**config.mk**
```make
export PLATFORM = sky130hd
export DESIGN_NAME = fcm_clock_source_unit
export DESIGN_NICKNAME = d
export VERILOG_FILES = /design/src/hdl/fcm_pkg.sv /design/src/hdl/fcm_clock_source_unit.sv
export SDC_FILE = /design/constraint.sdc
export NUM_CORES = 1
export LEC_CHECK = 0
export ABC_CLOCK_PERIOD_IN_PS = 7800
export CORE_ASPECT_RATIO = 1.75
export CORE_UTILIZATION = 56
export CTS_CLUSTER_DIAMETER = 30
export DETAILED_ROUTE_END_ITERATION = 8
export DONT_BUFFER_PORTS = 1
export GPL_ROUTABILITY_DRIVEN = 0
export GPL_TIMING_DRIVEN = 0
export PLACE_DENSITY_LB_ADDON = 0.05
export SLEW_MARGIN = 25
export SYNTH_ARGS = -nofsm -noshare
export SYNTH_HDL_FRONTEND = slang
export SYNTH_SLANG_ARGS = --single-unit
```
**constraint.sdc**
```tcl
create_clock -name clk_sys -period 7.8 [get_ports clk_sys]
set_input_delay 2.34 -clock clk_sys [delete_from_list [all_inputs] [get_ports clk_sys]]
set_output_delay 2.34 -clock clk_sys [all_outputs]
set_load 0.005 [all_outputs]
```
**src/hdl/fcm_pkg.sv**
```systemverilog
// constants, register map and mode types of the clock source unit
// assumes a 25 MHz system clock and 8-bit registers on a plain port
// Behaviour
// - clock select 00, ref 1: engaged internal
// - clock select 00, ref 0: engaged external
// - 01, ref 1, debug or no lp: bypass
// - 01, ref 1, lp: internal, fll off
// - 10, ref 0, debug or no lp: bypass
// - 10, ref 0, lp: external, fll off
// - stop holds clocks except enabled references
// - reference status follows, absent external keeps old; engaged switch relocks fll
// - clock status follows; unavailable source keeps old
// - range writes ignored while low power set
// - range change waits dco start, relocks
// - bus divider acts immediately
// - crystal option picks alternate multipliers
// - fll locks to factor times reference
// - internal reference output when enabled
// - larger trim lengthens internal reference period
// - reset loads factory trim and fine trim, debug values while debug active
// - external reference output when enabled
// - fixed clock is fll reference halved, validity flagged
// - debug clock is low range dco halved
// - range codes and factor table
package fcm_pkg;
	// register addresses
	localparam logic [1:0] ADDR_CTRL1 = 2'h0;
	localparam logic [1:0] ADDR_CTRL2 = 2'h1;
	localparam logic [1:0] ADDR_TRIM = 2'h2;
	localparam logic [1:0] ADDR_STAT = 2'h3;
	// ctrl1 fields
	localparam int CS_POS = 6;
	localparam int REFERENCE_DIVIDER_POS = 3;
	localparam int REFSEL_POS = 2;
	localparam int IREN_POS = 1;
	localparam int IRSTEN_POS = 0;
	// ctrl2 fields
	localparam int BUS_DIVIDER_POS = 6;
	localparam int LP_POS = 3;
	localparam int EREN_POS = 2;
	localparam int ERSTEN_POS = 0;
	// status and control fields
	localparam int DRS_POS = 6;
	localparam int DMX_POS = 5;
	localparam int REFST_POS = 4;
	localparam int CSST_POS = 2;
	localparam int LOCK_POS = 1;
	localparam int FINE_TRIM_BIT_POS = 0;
	// reset values
	localparam logic [1:0] CS_RESET = 2'h0;
	localparam logic REFSEL_RESET = 1'b1;
	localparam logic [2:0] REFERENCE_DIVIDER_RESET = 3'h0;
	localparam logic [1:0] BUS_DIVIDER_RESET = 2'h1;
	localparam logic [1:0] DRS_RESET = 2'h0;
	localparam logic [7:0] TRIM_DEBUG = 8'h80;
	localparam logic FINE_TRIM_BIT_DEBUG = 1'b0;
	localparam logic [15:0] STEP_RESET = 16'h4000;
	// range and clock select codes
	localparam logic [1:0] RANGE_LOW = 2'h0;
	localparam logic [1:0] RANGE_MID = 2'h1;
	localparam logic [1:0] RANGE_HIGH = 2'h2;
	localparam logic [1:0] RANGE_RSVD = 2'h3;
	localparam logic [1:0] CS_FLL = 2'h0;
	localparam logic [1:0] CS_INT = 2'h1;
	localparam logic [1:0] CS_EXT = 2'h2;
	// fll factors, default and crystal tuned
	localparam int FACTOR_LOW = 512;
	localparam int FACTOR_MID = 1024;
	localparam int FACTOR_HIGH = 1536;
	localparam int FACTOR_X_LOW = 608;
	localparam int FACTOR_X_MID = 1216;
	localparam int FACTOR_X_HIGH = 1824;
	// dco is modelled at a quarter rate to fit under clk_sys
	localparam int FACTOR_SHIFT = 2;
	// timing
	localparam int CLK_KHZ = 25000;
	localparam int DCO_START_NS = 20000;
	localparam int DCO_START_CYC = (DCO_START_NS * CLK_KHZ + 999999) / 1000000;
	localparam int EXT_LOST_NS = 64000;
	localparam int EXT_LOST_CYC = (EXT_LOST_NS * CLK_KHZ + 999999) / 1000000;
	localparam int REFERENCE_SELECT_ALIAS_BASE_HALF_CYC = 250;
	localparam int LOCK_REFS = 4;
	localparam int LOCK_TOL = 2;
	localparam int LOOP_GAIN_SHIFT = 5;
	localparam int FF_MIN_TOGGLES = 4;
	// operating states
	typedef enum logic [2:0] {
		FCM_ENGAGED_INT,
		FCM_ENGAGED_EXT,
		FCM_BYPASS_INT,
		FCM_BYPASS_INT_LP,
		FCM_BYPASS_EXT,
		FCM_BYPASS_EXT_LP,
		FCM_STOP
	} fcm_mode_t;
endpackage : fcm_pkg

```
**src/hdl/fcm_clock_source_unit.sv**
```systemverilog
// clock source unit: fll, reference selection, clock muxing and gating
// assumes ext_ref_in is a slow level sampled on clk_sys, clocks are
// produced as flip-flop levels derived from enable ticks of clk_sys
`timescale 1ns/100ps
module fcm_clock_source_unit
	import fcm_pkg::*;
(
	input wire logic clk_sys,
	input wire logic nrst,
	input wire logic [1:0] reg_addr,
	input wire logic [7:0] reg_wdata,
	input wire logic reg_wr,
	input wire logic reg_rd,
	output logic [7:0] reg_rdata,
	input wire logic debug_active,
	input wire logic stop_req,
	input wire logic ext_ref_in,
	input wire logic [7:0] factory_trim,
	input wire logic factory_fine_trim_bit,
	output logic main_output_clock,
	output logic debug_local_clock,
	output logic fixed_frequency_clock,
	output logic fixed_frequency_valid,
	output logic internal_ref_out_clock,
	output logic external_ref_out_clock,
	output logic fll_locked,
	output fcm_mode_t mode
);
	logic [1:0] clock_select_reg;
	logic [2:0] reference_divider_reg;
	logic reference_select_reg;
	logic internal_ref_out_enable_reg;
	logic internal_ref_stop_enable_reg;
	logic [1:0] bus_divider_reg;
	logic low_power_bit_reg;
	logic external_ref_out_enable_reg;
	logic external_ref_stop_enable_reg;
	logic [7:0] trim_register_reg;
	logic fine_trim_bit_reg;
	logic [1:0] dco_range_select_reg;
	logic max_freq_crystal_option_reg;
	logic trim_load_reg;
	logic [1:0] clock_select_status_reg;
	logic reference_select_status_reg;
	logic [1:0] dco_range_status_reg;
	logic [1:0] cs_meta_reg, cs_sync_reg;
	logic ref_meta_reg, ref_sync_reg;
	logic [1:0] drs_meta_reg, drs_sync_reg;
	logic ext_meta_reg, ext_sync_reg, ext_prev_reg;
	logic [11:0] ext_idle_reg;
	logic [6:0] reference_divider_cnt_reg;
	logic [9:0] reference_select_alias_cnt_reg;
	logic reference_select_alias_level_reg;
	logic [15:0] dco_acc_reg, dco_step_reg;
	logic [10:0] dco_cnt_reg;
	logic [2:0] lock_cnt_reg;
	logic [9:0] start_cnt_reg;
	logic [2:0] div_cnt_reg;
	logic [1:0] lr_cnt_reg;
	logic [2:0] ff_cnt_reg;
	logic [7:0] rdata_next;
	logic ext_edge, ext_alive, ext_div_tick, reference_select_alias_tick, reference_select_alias_run;
	logic fll_ref_tick, fll_on, dco_tick, src_tick, stopped, lp_bypass;
	logic range_busy;
	logic [16:0] dco_sum;
	logic [10:0] target;
	logic signed [16:0] err;
	logic signed [17:0] step_adj;

	// decoded state conditions
	assign stopped = stop_req;
	assign lp_bypass = low_power_bit_reg && !debug_active &&
		clock_select_status_reg != CS_FLL;
	assign fll_on = !lp_bypass && !stopped;
	assign range_busy = start_cnt_reg != '0;

	// register writes; trim load takes precedence on its single cycle
	always_ff @(posedge clk_sys or negedge nrst) begin
		if (!nrst) begin
			clock_select_reg <= CS_RESET;
			reference_divider_reg <= REFERENCE_DIVIDER_RESET;
			reference_select_reg <= REFSEL_RESET;
			internal_ref_out_enable_reg <= 1'b0;
			internal_ref_stop_enable_reg <= 1'b0;
			bus_divider_reg <= BUS_DIVIDER_RESET;
			low_power_bit_reg <= 1'b0;
			external_ref_out_enable_reg <= 1'b0;
			external_ref_stop_enable_reg <= 1'b0;
			dco_range_select_reg <= DRS_RESET;
			max_freq_crystal_option_reg <= 1'b0;
		end else if (reg_wr) begin
			if (reg_addr == ADDR_CTRL1) begin
				clock_select_reg <= reg_wdata[CS_POS+:2];
				reference_divider_reg <= reg_wdata[REFERENCE_DIVIDER_POS+:3];
				reference_select_reg <= reg_wdata[REFSEL_POS];
				internal_ref_out_enable_reg <= reg_wdata[IREN_POS];
				internal_ref_stop_enable_reg <= reg_wdata[IRSTEN_POS];
			end else if (reg_addr == ADDR_CTRL2) begin
				bus_divider_reg <= reg_wdata[BUS_DIVIDER_POS+:2];
				low_power_bit_reg <= reg_wdata[LP_POS];
				external_ref_out_enable_reg <= reg_wdata[EREN_POS];
				external_ref_stop_enable_reg <= reg_wdata[ERSTEN_POS];
			end else if (reg_addr == ADDR_STAT) begin
				max_freq_crystal_option_reg <= reg_wdata[DMX_POS];
				if (!low_power_bit_reg &&
					reg_wdata[DRS_POS+:2] != RANGE_RSVD) begin
					dco_range_select_reg <= reg_wdata[DRS_POS+:2];
				end
			end
		end
	end

	// trim: reset loads the debug values and arms the load, the port is sampled after release
	always_ff @(posedge clk_sys or negedge nrst) begin
		if (!nrst) begin
			trim_load_reg <= 1'b1;
			trim_register_reg <= TRIM_DEBUG;
			fine_trim_bit_reg <= FINE_TRIM_BIT_DEBUG;
		end else if (trim_load_reg) begin
			trim_load_reg <= 1'b0;
			trim_register_reg <= debug_active ? TRIM_DEBUG : factory_trim;
			fine_trim_bit_reg <= debug_active ? FINE_TRIM_BIT_DEBUG : factory_fine_trim_bit;
		end else if (reg_wr && reg_addr == ADDR_TRIM) begin
			trim_register_reg <= reg_wdata;
		end else if (reg_wr && reg_addr == ADDR_STAT) begin
			fine_trim_bit_reg <= reg_wdata[FINE_TRIM_BIT_POS];
		end
	end

	// read mux, data valid the cycle after the strobe
	always_comb begin
		rdata_next = 8'h00;
		if (reg_addr == ADDR_CTRL1) begin
			rdata_next = {clock_select_reg, reference_divider_reg,
				reference_select_reg, internal_ref_out_enable_reg,
				internal_ref_stop_enable_reg};
		end else if (reg_addr == ADDR_CTRL2) begin
			rdata_next = {bus_divider_reg, 2'h0, low_power_bit_reg,
				external_ref_out_enable_reg, 1'b0,
				external_ref_stop_enable_reg};
		end else if (reg_addr == ADDR_TRIM) begin
			rdata_next = trim_register_reg;
		end else begin
			rdata_next = {dco_range_status_reg, max_freq_crystal_option_reg,
				reference_select_status_reg, clock_select_status_reg,
				fll_locked, fine_trim_bit_reg};
		end
	end

	always_ff @(posedge clk_sys or negedge nrst) begin
		if (!nrst) begin
			reg_rdata <= 8'h00;
		end else if (reg_rd) begin
			reg_rdata <= rdata_next;
		end else begin
			reg_rdata <= 8'h00;
		end
	end

	always_ff @(posedge clk_sys or negedge nrst) begin
		if (!nrst) begin
			cs_meta_reg <= CS_RESET;
			cs_sync_reg <= CS_RESET;
			ref_meta_reg <= REFSEL_RESET;
			ref_sync_reg <= REFSEL_RESET;
			drs_meta_reg <= DRS_RESET;
			drs_sync_reg <= DRS_RESET;
		end else begin
			cs_meta_reg <= clock_select_reg;
			cs_sync_reg <= cs_meta_reg;
			ref_meta_reg <= reference_select_reg;
			ref_sync_reg <= ref_meta_reg;
			drs_meta_reg <= dco_range_select_reg;
			drs_sync_reg <= drs_meta_reg;
		end
	end

	// external reference: sync, edge detect and loss watchdog
	always_ff @(posedge clk_sys or negedge nrst) begin
		if (!nrst) begin
			ext_meta_reg <= 1'b0;
			ext_sync_reg <= 1'b0;
			ext_prev_reg <= 1'b0;
			ext_idle_reg <= 12'(EXT_LOST_CYC);
		end else begin
			ext_meta_reg <= ext_ref_in;
			ext_sync_reg <= ext_meta_reg;
			ext_prev_reg <= ext_sync_reg;
			if (ext_edge) begin
				ext_idle_reg <= '0;
			end else if (ext_alive) begin
				ext_idle_reg <= ext_idle_reg + 12'h001;
			end
		end
	end
	assign ext_edge = ext_sync_reg && !ext_prev_reg;
	assign ext_alive = ext_idle_reg < 12'(EXT_LOST_CYC);

	// reference divider by power of two
	always_ff @(posedge clk_sys or negedge nrst) begin
		if (!nrst) begin
			reference_divider_cnt_reg <= '0;
		end else if (ext_div_tick) begin
			reference_divider_cnt_reg <= '0;
		end else if (ext_edge) begin
			reference_divider_cnt_reg <= reference_divider_cnt_reg + 7'h01;
		end
	end
	assign ext_div_tick = ext_edge &&
		reference_divider_cnt_reg == 7'((8'h01 << reference_divider_reg) - 8'h01);

	// trimmed internal oscillator
	// larger trim gives a longer half period
	always_ff @(posedge clk_sys or negedge nrst) begin
		if (!nrst) begin
			reference_select_alias_cnt_reg <= '0;
			reference_select_alias_level_reg <= 1'b0;
		end else if (reference_select_alias_run) begin
			if (reference_select_alias_cnt_reg >= 10'(REFERENCE_SELECT_ALIAS_BASE_HALF_CYC) +
				{1'b0, trim_register_reg, fine_trim_bit_reg}) begin
				reference_select_alias_cnt_reg <= '0;
				reference_select_alias_level_reg <= !reference_select_alias_level_reg;
			end else begin
				reference_select_alias_cnt_reg <= reference_select_alias_cnt_reg + 10'h001;
			end
		end
	end
	assign reference_select_alias_run = !stopped ||
		(internal_ref_out_enable_reg && internal_ref_stop_enable_reg);
	assign reference_select_alias_tick = reference_select_alias_run && !reference_select_alias_level_reg &&
		reference_select_alias_cnt_reg >= 10'(REFERENCE_SELECT_ALIAS_BASE_HALF_CYC) +
		{1'b0, trim_register_reg, fine_trim_bit_reg};

	assign fll_ref_tick = reference_select_status_reg ? reference_select_alias_tick
		: ext_div_tick;

	always_comb begin
		target = 11'(FACTOR_LOW >> FACTOR_SHIFT);
		case (dco_range_status_reg)
			RANGE_MID: target = max_freq_crystal_option_reg ?
				11'(FACTOR_X_MID >> FACTOR_SHIFT) :
				11'(FACTOR_MID >> FACTOR_SHIFT);
			RANGE_HIGH: target = max_freq_crystal_option_reg ?
				11'(FACTOR_X_HIGH >> FACTOR_SHIFT) :
				11'(FACTOR_HIGH >> FACTOR_SHIFT);
			default: target = max_freq_crystal_option_reg ?
				11'(FACTOR_X_LOW >> FACTOR_SHIFT) :
				11'(FACTOR_LOW >> FACTOR_SHIFT);
		endcase
	end

	// dco phase accumulator, carry is one dco tick
	assign dco_sum = {1'b0, dco_acc_reg} + {1'b0, dco_step_reg};
	assign dco_tick = fll_on && !range_busy ? dco_sum[16] : 1'b0;
	assign err = 17'(signed'({6'h00, target})) -
		17'(signed'({6'h00, dco_cnt_reg}));
	assign step_adj = 18'(signed'({2'b00, dco_step_reg})) +
		18'(err <<< LOOP_GAIN_SHIFT);

	// frequency loop
	// the count over one reference period is steered to a quarter of the factor (FACTOR_SHIFT)
	always_ff @(posedge clk_sys or negedge nrst) begin
		if (!nrst) begin
			dco_acc_reg <= '0;
			dco_step_reg <= STEP_RESET;
			dco_cnt_reg <= '0;
			lock_cnt_reg <= '0;
		end else if (!fll_on) begin
			lock_cnt_reg <= '0;
			dco_cnt_reg <= '0;
		end else if (ref_sync_reg != reference_select_status_reg &&
			clock_select_status_reg == CS_FLL &&
			(ref_sync_reg || ext_alive)) begin
			lock_cnt_reg <= '0;
			dco_cnt_reg <= '0;
		end else if (range_busy) begin
			lock_cnt_reg <= '0;
			dco_cnt_reg <= '0;
		end else begin
			dco_acc_reg <= dco_sum[15:0];
			if (fll_ref_tick) begin
				dco_cnt_reg <= '0;
				if (step_adj < 18'sd1) begin
					dco_step_reg <= 16'h0001;
				end else if (step_adj > 18'sd65535) begin
					dco_step_reg <= 16'hffff;
				end else begin
					dco_step_reg <= step_adj[15:0];
				end
				if (err > 17'sd2 || err < -17'sd2) begin
					lock_cnt_reg <= '0;
				end else if (lock_cnt_reg != 3'(LOCK_REFS)) begin
					lock_cnt_reg <= lock_cnt_reg + 3'h1;
				end
			end else if (dco_tick && dco_cnt_reg != '1) begin
				dco_cnt_reg <= dco_cnt_reg + 11'h001;
			end
		end
	end
	assign fll_locked = lock_cnt_reg == 3'(LOCK_REFS);

	always_ff @(posedge clk_sys or negedge nrst) begin
		if (!nrst) begin
			clock_select_status_reg <= CS_RESET;
			reference_select_status_reg <= REFSEL_RESET;
			dco_range_status_reg <= DRS_RESET;
			start_cnt_reg <= '0;
		end else begin
			if (cs_sync_reg == CS_INT ||
				(cs_sync_reg == CS_EXT && ext_alive) ||
				(cs_sync_reg == CS_FLL && !range_busy &&
				!stopped)) begin
				clock_select_status_reg <= cs_sync_reg;
			end
			if (ref_sync_reg || ext_alive) begin
				reference_select_status_reg <= ref_sync_reg;
			end
			if (drs_sync_reg != dco_range_status_reg && !range_busy) begin
				start_cnt_reg <= 10'(DCO_START_CYC);
			end else if (start_cnt_reg == 10'h001) begin
				dco_range_status_reg <= drs_sync_reg;
				start_cnt_reg <= '0;
			end else if (range_busy) begin
				start_cnt_reg <= start_cnt_reg - 10'h001;
			end
		end
	end

	always_comb begin
		case (clock_select_status_reg)
			CS_INT: src_tick = reference_select_alias_tick;
			CS_EXT: src_tick = ext_edge;
			default: src_tick = dco_tick;
		endcase
	end

	// divider uses live field
	// compare is against the current field, so a rewrite acts at once
	always_ff @(posedge clk_sys or negedge nrst) begin
		if (!nrst) begin
			div_cnt_reg <= '0;
			main_output_clock <= 1'b0;
		end else if (!stopped && src_tick) begin
			if (div_cnt_reg >= 3'((4'h1 << bus_divider_reg) - 4'h1)) begin
				div_cnt_reg <= '0;
				main_output_clock <= !main_output_clock;
			end else begin
				div_cnt_reg <= div_cnt_reg + 3'h1;
			end
		end
	end

	// low range dco halved
	// the range ratio divides back down to the low range rate
	always_ff @(posedge clk_sys or negedge nrst) begin
		if (!nrst) begin
			lr_cnt_reg <= '0;
			debug_local_clock <= 1'b0;
		end else if (dco_tick && !lp_bypass) begin
			if (lr_cnt_reg >= dco_range_status_reg) begin
				lr_cnt_reg <= '0;
				debug_local_clock <= !debug_local_clock;
			end else begin
				lr_cnt_reg <= lr_cnt_reg + 2'h1;
			end
		end
	end

	// fixed clock and validity
	// valid once main toggles at least four times per half period
	always_ff @(posedge clk_sys or negedge nrst) begin
		if (!nrst) begin
			fixed_frequency_clock <= 1'b0;
			fixed_frequency_valid <= 1'b0;
			ff_cnt_reg <= '0;
		end else if (!stopped) begin
			if (fll_ref_tick) begin
				fixed_frequency_clock <= !fixed_frequency_clock;
				fixed_frequency_valid <= ff_cnt_reg >= 3'(FF_MIN_TOGGLES);
				ff_cnt_reg <= '0;
			end else if (src_tick && div_cnt_reg == '0 &&
				ff_cnt_reg != '1) begin
				ff_cnt_reg <= ff_cnt_reg + 3'h1;
			end
		end
	end

	always_ff @(posedge clk_sys or negedge nrst) begin
		if (!nrst) begin
			internal_ref_out_clock <= 1'b0;
			external_ref_out_clock <= 1'b0;
		end else begin
			if (internal_ref_out_enable_reg &&
				(!stopped || internal_ref_stop_enable_reg)) begin
				internal_ref_out_clock <= reference_select_alias_level_reg;
			end
			if (external_ref_out_enable_reg &&
				(!stopped || external_ref_stop_enable_reg)) begin
				external_ref_out_clock <= ext_sync_reg;
			end
		end
	end

	// current operating state from the status fields
	always_ff @(posedge clk_sys or negedge nrst) begin
		if (!nrst) begin
			mode <= FCM_ENGAGED_INT;
		end else if (stopped) begin
			mode <= FCM_STOP;
		end else begin
			case (clock_select_status_reg)
				CS_INT: mode <= lp_bypass ? FCM_BYPASS_INT_LP
					: FCM_BYPASS_INT;
				CS_EXT: mode <= lp_bypass ? FCM_BYPASS_EXT_LP
					: FCM_BYPASS_EXT;
				default: mode <= reference_select_status_reg ?
					FCM_ENGAGED_INT : FCM_ENGAGED_EXT;
			endcase
		end
	end
endmodule : fcm_clock_source_unit

```
Word level (Yosys, flattened, before mapping)
Index checks and enable logic that the tools add are counted. Widths: inputs -> output; s select.

Bits of input ports: 26. Logic and storage cells: 216. Output and inout port bits: 18. Flip-flop bits (word level): 155.

$lt $le $gt $ge: 9. Muxes and demuxes: 48. Equality and inequality tests: 22. $add $sub $neg: 15. Shift operators: 2. Bitwise gates (word level): 6. Reductions and logical operators: 68.

Operators by type and width (number): $mux 8 (7); $mux 11 (5); $mux 10 (4); $mux 16 (2); $mux 3 (10); $logic_and 1x1->1 (25); $mux 12 (2); $mux 7 (3); $add 17x17->18 (1); $gt 18x17->1 const B (1); $lt 18x2->1 const B (1); $pmux 9 s2 (1); $reduce_and 2->1 (9); $add 16x16->17 (1); $add 12x1->12 const B (1); $gt 12x3->1 const B (1); $lt 12x11->1 const B (1); $lt 12x2->1 const B (1); $reduce_bool 2->1 (6); $sub 9x11->12 (1); $add 11x1->11 const B (1); $ne 11x11->1 const B (1); $add 10x1->10 const B (1); $add 8x9->10 const A (1); 40 further kinds (83).

Logic depth before layout (Yosys ltp)
Depth in word-level cells: 13. Mapped depth: 19. Gate-level depth less buffers: 18.

Worst setup path after synthesis
Ideal clock, no wire load.

Kind: flip-flop to flip-flop. From: register dco_range_status_reg[0]. To: register dco_step_reg[5]. Path slack: 3.365 ns. Period minus slack after synthesis: 4.435 ns. Data arrival time: 4.348 ns. Cell stages (with the launch flop): 18. Setup time: 0.087 ns. Data required time: 7.713 ns. Buffers on the path: 1. Cells stage by stage: dfrtp_1 inv_1 ha_1 o21a_1 ha_1 or4b_1 a21oi_1 xor2_1 ha_1 o21a_1 or2_2 o211a_1 o311a_4 a21oi_4 nor4_1 or4_1 buf_2 o211ai_1.

Word-level cells in the longest chain between the ends: 7. Elaborated cells on any way between the ends: 9. Those cells by class: add/sub: 2; order compare: 2; eq/ne: 2; mux: 3.

RTL lines: start: declaration (line fcm_clock_source_unit.sv:45) `logic [1:0] dco_range_status_reg;`; start signal: assignment (line fcm_clock_source_unit.sv:321) `dco_range_status_reg <= drs_sync_reg;`; $eq 2x2->1 or $eq 2x1->1 (tied branches) (line fcm_clock_source_unit.sv:239) `case (dco_range_status_reg)`; $pmux 9 s2 (*) (line fcm_clock_source_unit.sv:239); $sub 9x11->12 (*) (line fcm_clock_source_unit.sv:255) `assign err = 17'(signed'({6'h00, target})) -`; $add 17x17->18 (*) (line fcm_clock_source_unit.sv:257) `assign step_adj = 18'(signed'({2'b00, dco_step_reg})) +`; $gt 18x17->1 (line fcm_clock_source_unit.sv:285) `end else if (step_adj > 18'sd65535) begin`; $mux 16 (line fcm_clock_source_unit.sv:285); $mux 16 (*) (line fcm_clock_source_unit.sv:283) `if (step_adj < 18'sd1) begin`; end signal: assignment (line fcm_clock_source_unit.sv:288) `dco_step_reg <= step_adj[15:0];`; end: declaration (line fcm_clock_source_unit.sv:54) `logic [15:0] dco_acc_reg, dco_step_reg;`.

Every way passes the cells marked *; elsewhere a longest branch is shown, timed or not. A chain may end at the register's enable or synchronous reset.

Worst setup path in the final report
From: register dco_range_status_reg[0]. To: register dco_step_reg[11].

The elaborated chain is that of the path after synthesis.

==> out/qor.yml <==
layout:
  fin_nets: 1084
  finalInstanceArea_mm2: 0.0102
  largest_reg_flops: 16
  final_common_cell: "dfrtp_1"
  seq_area_mm2: 0.00382
  layout_common_cells: "dfrtp_1, nand2_1, nor2_1"
  multi_input_area_mm2: 0.00511
  fillers: 1369
  drive_above_1_share_pct: 10.0
  diodes: 0
  area_delta_synth_final_pct: 9.59
synth:
  yosysSeqAreaShare_pct: 41.2
  synth_edf_count: 0
  synth_top_cell_area_share_pct: 38.0
  syn-mean-instance-area_um2: 9.60
  ys_warn_count: 0
  synth_area_mm2: 0.00928
  ys_async_sr_fraction_pct: 100
  yosysUniqueCellTypes: 86
  synth_top_flop_cell: "dfrtp_1"
  synth_area_leaders: "dfrtp_1, ha_1, o21ai_0"
  synth.largest_area_cell: "dfrtp_1"
  ys_seq_elements: 152
  syn_nets: 1065
  synthCells: 966
floorplanning:
  fp.dieH_um: 172
  io_pins: 44
  die_width_um: 99.3
  die_area_mm2: 0.0171
  core_area_mm2: 0.0160
  num_rows: 61
  initial_utilization_pct: 57.9
outcome:
  outcome: "finished, final reports clean"
sta:
  min_period_ns: 4.95
  hold_viol_final: 0
  hold_ws_ns: 0.351
  max-slew-margin-rel_pct: 42.3
  setup_viol: 0
  worst_slew_pin_slew_ns: 0.866
  finalCritPeriodShare_pct: 63.5
  fmax_mhz: 202
  rsz0062_at_grt: "false"
  slew_viol_final: 0
  tns_ns: 0
  clock_skew_ns: 0.00941
cts:
  path_clk_slew_ns: 0.06
  cts_setup_buffers: 0
  cts-root-buf: "clkbuf_16"
  cts_made_buffers: 17
  cts_resized: 0
  cts_tree: "done"
  clkSinkCount: 152
  cts_htree_levels: 4
  max-clock-path-buffers: 2
  holdBufCountCts: 0
  worstSkewPairLatency_ns: 0.43
global_routing:
  grt_pass1_vias: 7131
  antenna_found_initial: 0
  grt_pass1_wl_mm: 34.1
  grt_max_degree: 153
  grt-ovfl-total: 0
  grtUsageTotal_pct: 26.0
flow_run:
  maxCapViolCount: 0
setup_path:
  startpoint_type: "flip-flop"
  timing_worst_setup_path_type: "flip-flop to flip-flop"
  critPathArrivalTime_ns: 5.29
  crit_fanout: 6
  crit_path_end_kind: "flip-flop"
  crit_required_ns: 8.14
drt:
  wire_per_inst_um: 17.4
  drt-total-wl_mm: 20.7
  drc: 0
  drt-initial-drc-count: 313
  first_pass_iters: 5
  detail_route.vias_per_cell: 5.90
  vias: 7000
  final_antenna_net_count: 0
power:
  p_sw_mw: 0.714
  ir_drop_uv: 176
  cellLeakagePower_nw: 4.50
  p_seq_share_pct: 43.5
  internal_power_mw: 1.69
  pwr-share-clk_pct: 38.0
  powerDensity_mw_per_mm2: 237
  power_frac_comb_pct: 18.6
  p_sw_share_pct: 29.6
placed_design:
  dpl_cell_area_mm2: 0.00952
  place_hpwl_mm: 15.5
  io_buffers: 0
hold_path:
  worstHoldPathType: "flip-flop to flip-flop"
## per-stage QoR
stage,setup WS [ns],cells,power [mW],utilization (%)
after floorplan,3.37,966,1.38,-
after global placement,2.87,1155,1.49,59.3
after detailed placement,2.89,1155,1.51,59.4
after CTS,2.84,1187,2.43,63.4
after global routing,2.60,1187,2.54,63.4
final,2.85,1187,2.41,63.4
## final timing paths
path / end / from / slack [ns] / cells after the start
min in group asynchronous: dco_step_reg[7] / nrst / 1.60 / 0
setup reg to reg: dco_step_reg[11] / dco_range_status_reg[0] / 2.85 / 17
max in group asynchronous: trim_load_reg / nrst / 5.83 / 0
setup / recovery: dco_step_reg[11] / dco_range_status_reg[0] / 2.85 / 17
hold reg to reg: drs_sync_reg[0] / drs_meta_reg[0] / 0.35 / 0
hold / removal: drs_sync_reg[0] / drs_meta_reg[0] / 0.35 / 0
## critical path, cell delays in order, from the launching register on
cell	delay [ns]
dfrtp_1	0.50
inv_1	0.11
ha_1	0.34
o21a_1	0.22
ha_1	0.34
or4b_1	0.51
a21oi_1	0.18
xor2_1	0.24
ha_1	0.30
o21a_1	0.19
or2_2	0.28
o211a_1	0.18
o311a_4	0.34
a21oi_4	0.15
nor4_1	0.10
or4_1	0.53
buf_2	0.17
o211ai_1	0.18
## cell families after synthesis
group                    after synthesis  share of synthesized area [%]
AO/OA/AOI/OAI                        233                           17.2
XOR/XNOR                              66                           6.23
adder cells (fa/ha/maj)               73                           10.0
buffers and inverters                 88                           3.76
flip-flops                           152                           41.2
multiplexers                          30                           4.17
other                                  1                         0.0404
AND/OR/NAND/NOR                      323                           17.4
## layer usage
metal  vias up  part of all wire [%]  global-route usage (%)  wire (um)
met3        33                   3.2                    5.58        671
met5         -                     0                       0          0
met2       133                    54                    48.9      11200
met4         0                   2.9                    11.9        597
met1      3361                    40                    27.4       8210
li1       3473                     -                       -          -
## cells in the mapped netlist (all sizes together) (5+ instances only)
cell and number:
dfrtp 141, nand2 92, nor2 78, o21ai 77, ha 71, inv 64
a21oi 46, xnor2 34, xor2 32, nand3 25, nor2b 22, nor3 22
mux2 19, clkbuf 17, o211ai 14, and2 12, a21o 11, dfstp 11
or2 11, o21a 10, o31ai 10, or3 10, nand2b 9, a2111oi 8
nor4 8, and3 7, buf 7, mux2i 6, nand3b 6, a211oi 5
mux4 5, o2bb2ai 5
## final cells by class
cell class / count / share of cell area [%]
Clock buffer: 18 / 4.22
Buffer: 24 / 1.07
Tap cell: 189 / 2.33
Multi-Input combinational cell: 726 / 50.3
Clock inverter: 14 / 2.15
Sequential cell: 152 / 37.6
Inverter: 64 / 2.36
## power by group through the flow
stage	sequential [mW]	combinational, mW	clock (mW)
2_1_floorplan	1.02	0.367	0
3_3_place_gp	1.06	0.435	0
3_5_place_dp	1.06	0.446	0
4_1_cts	1.05	0.451	0.935
5_1_grt	1.07	0.516	0.960
6_report	1.05	0.448	0.914
Power figures use the tool's default switching activity.
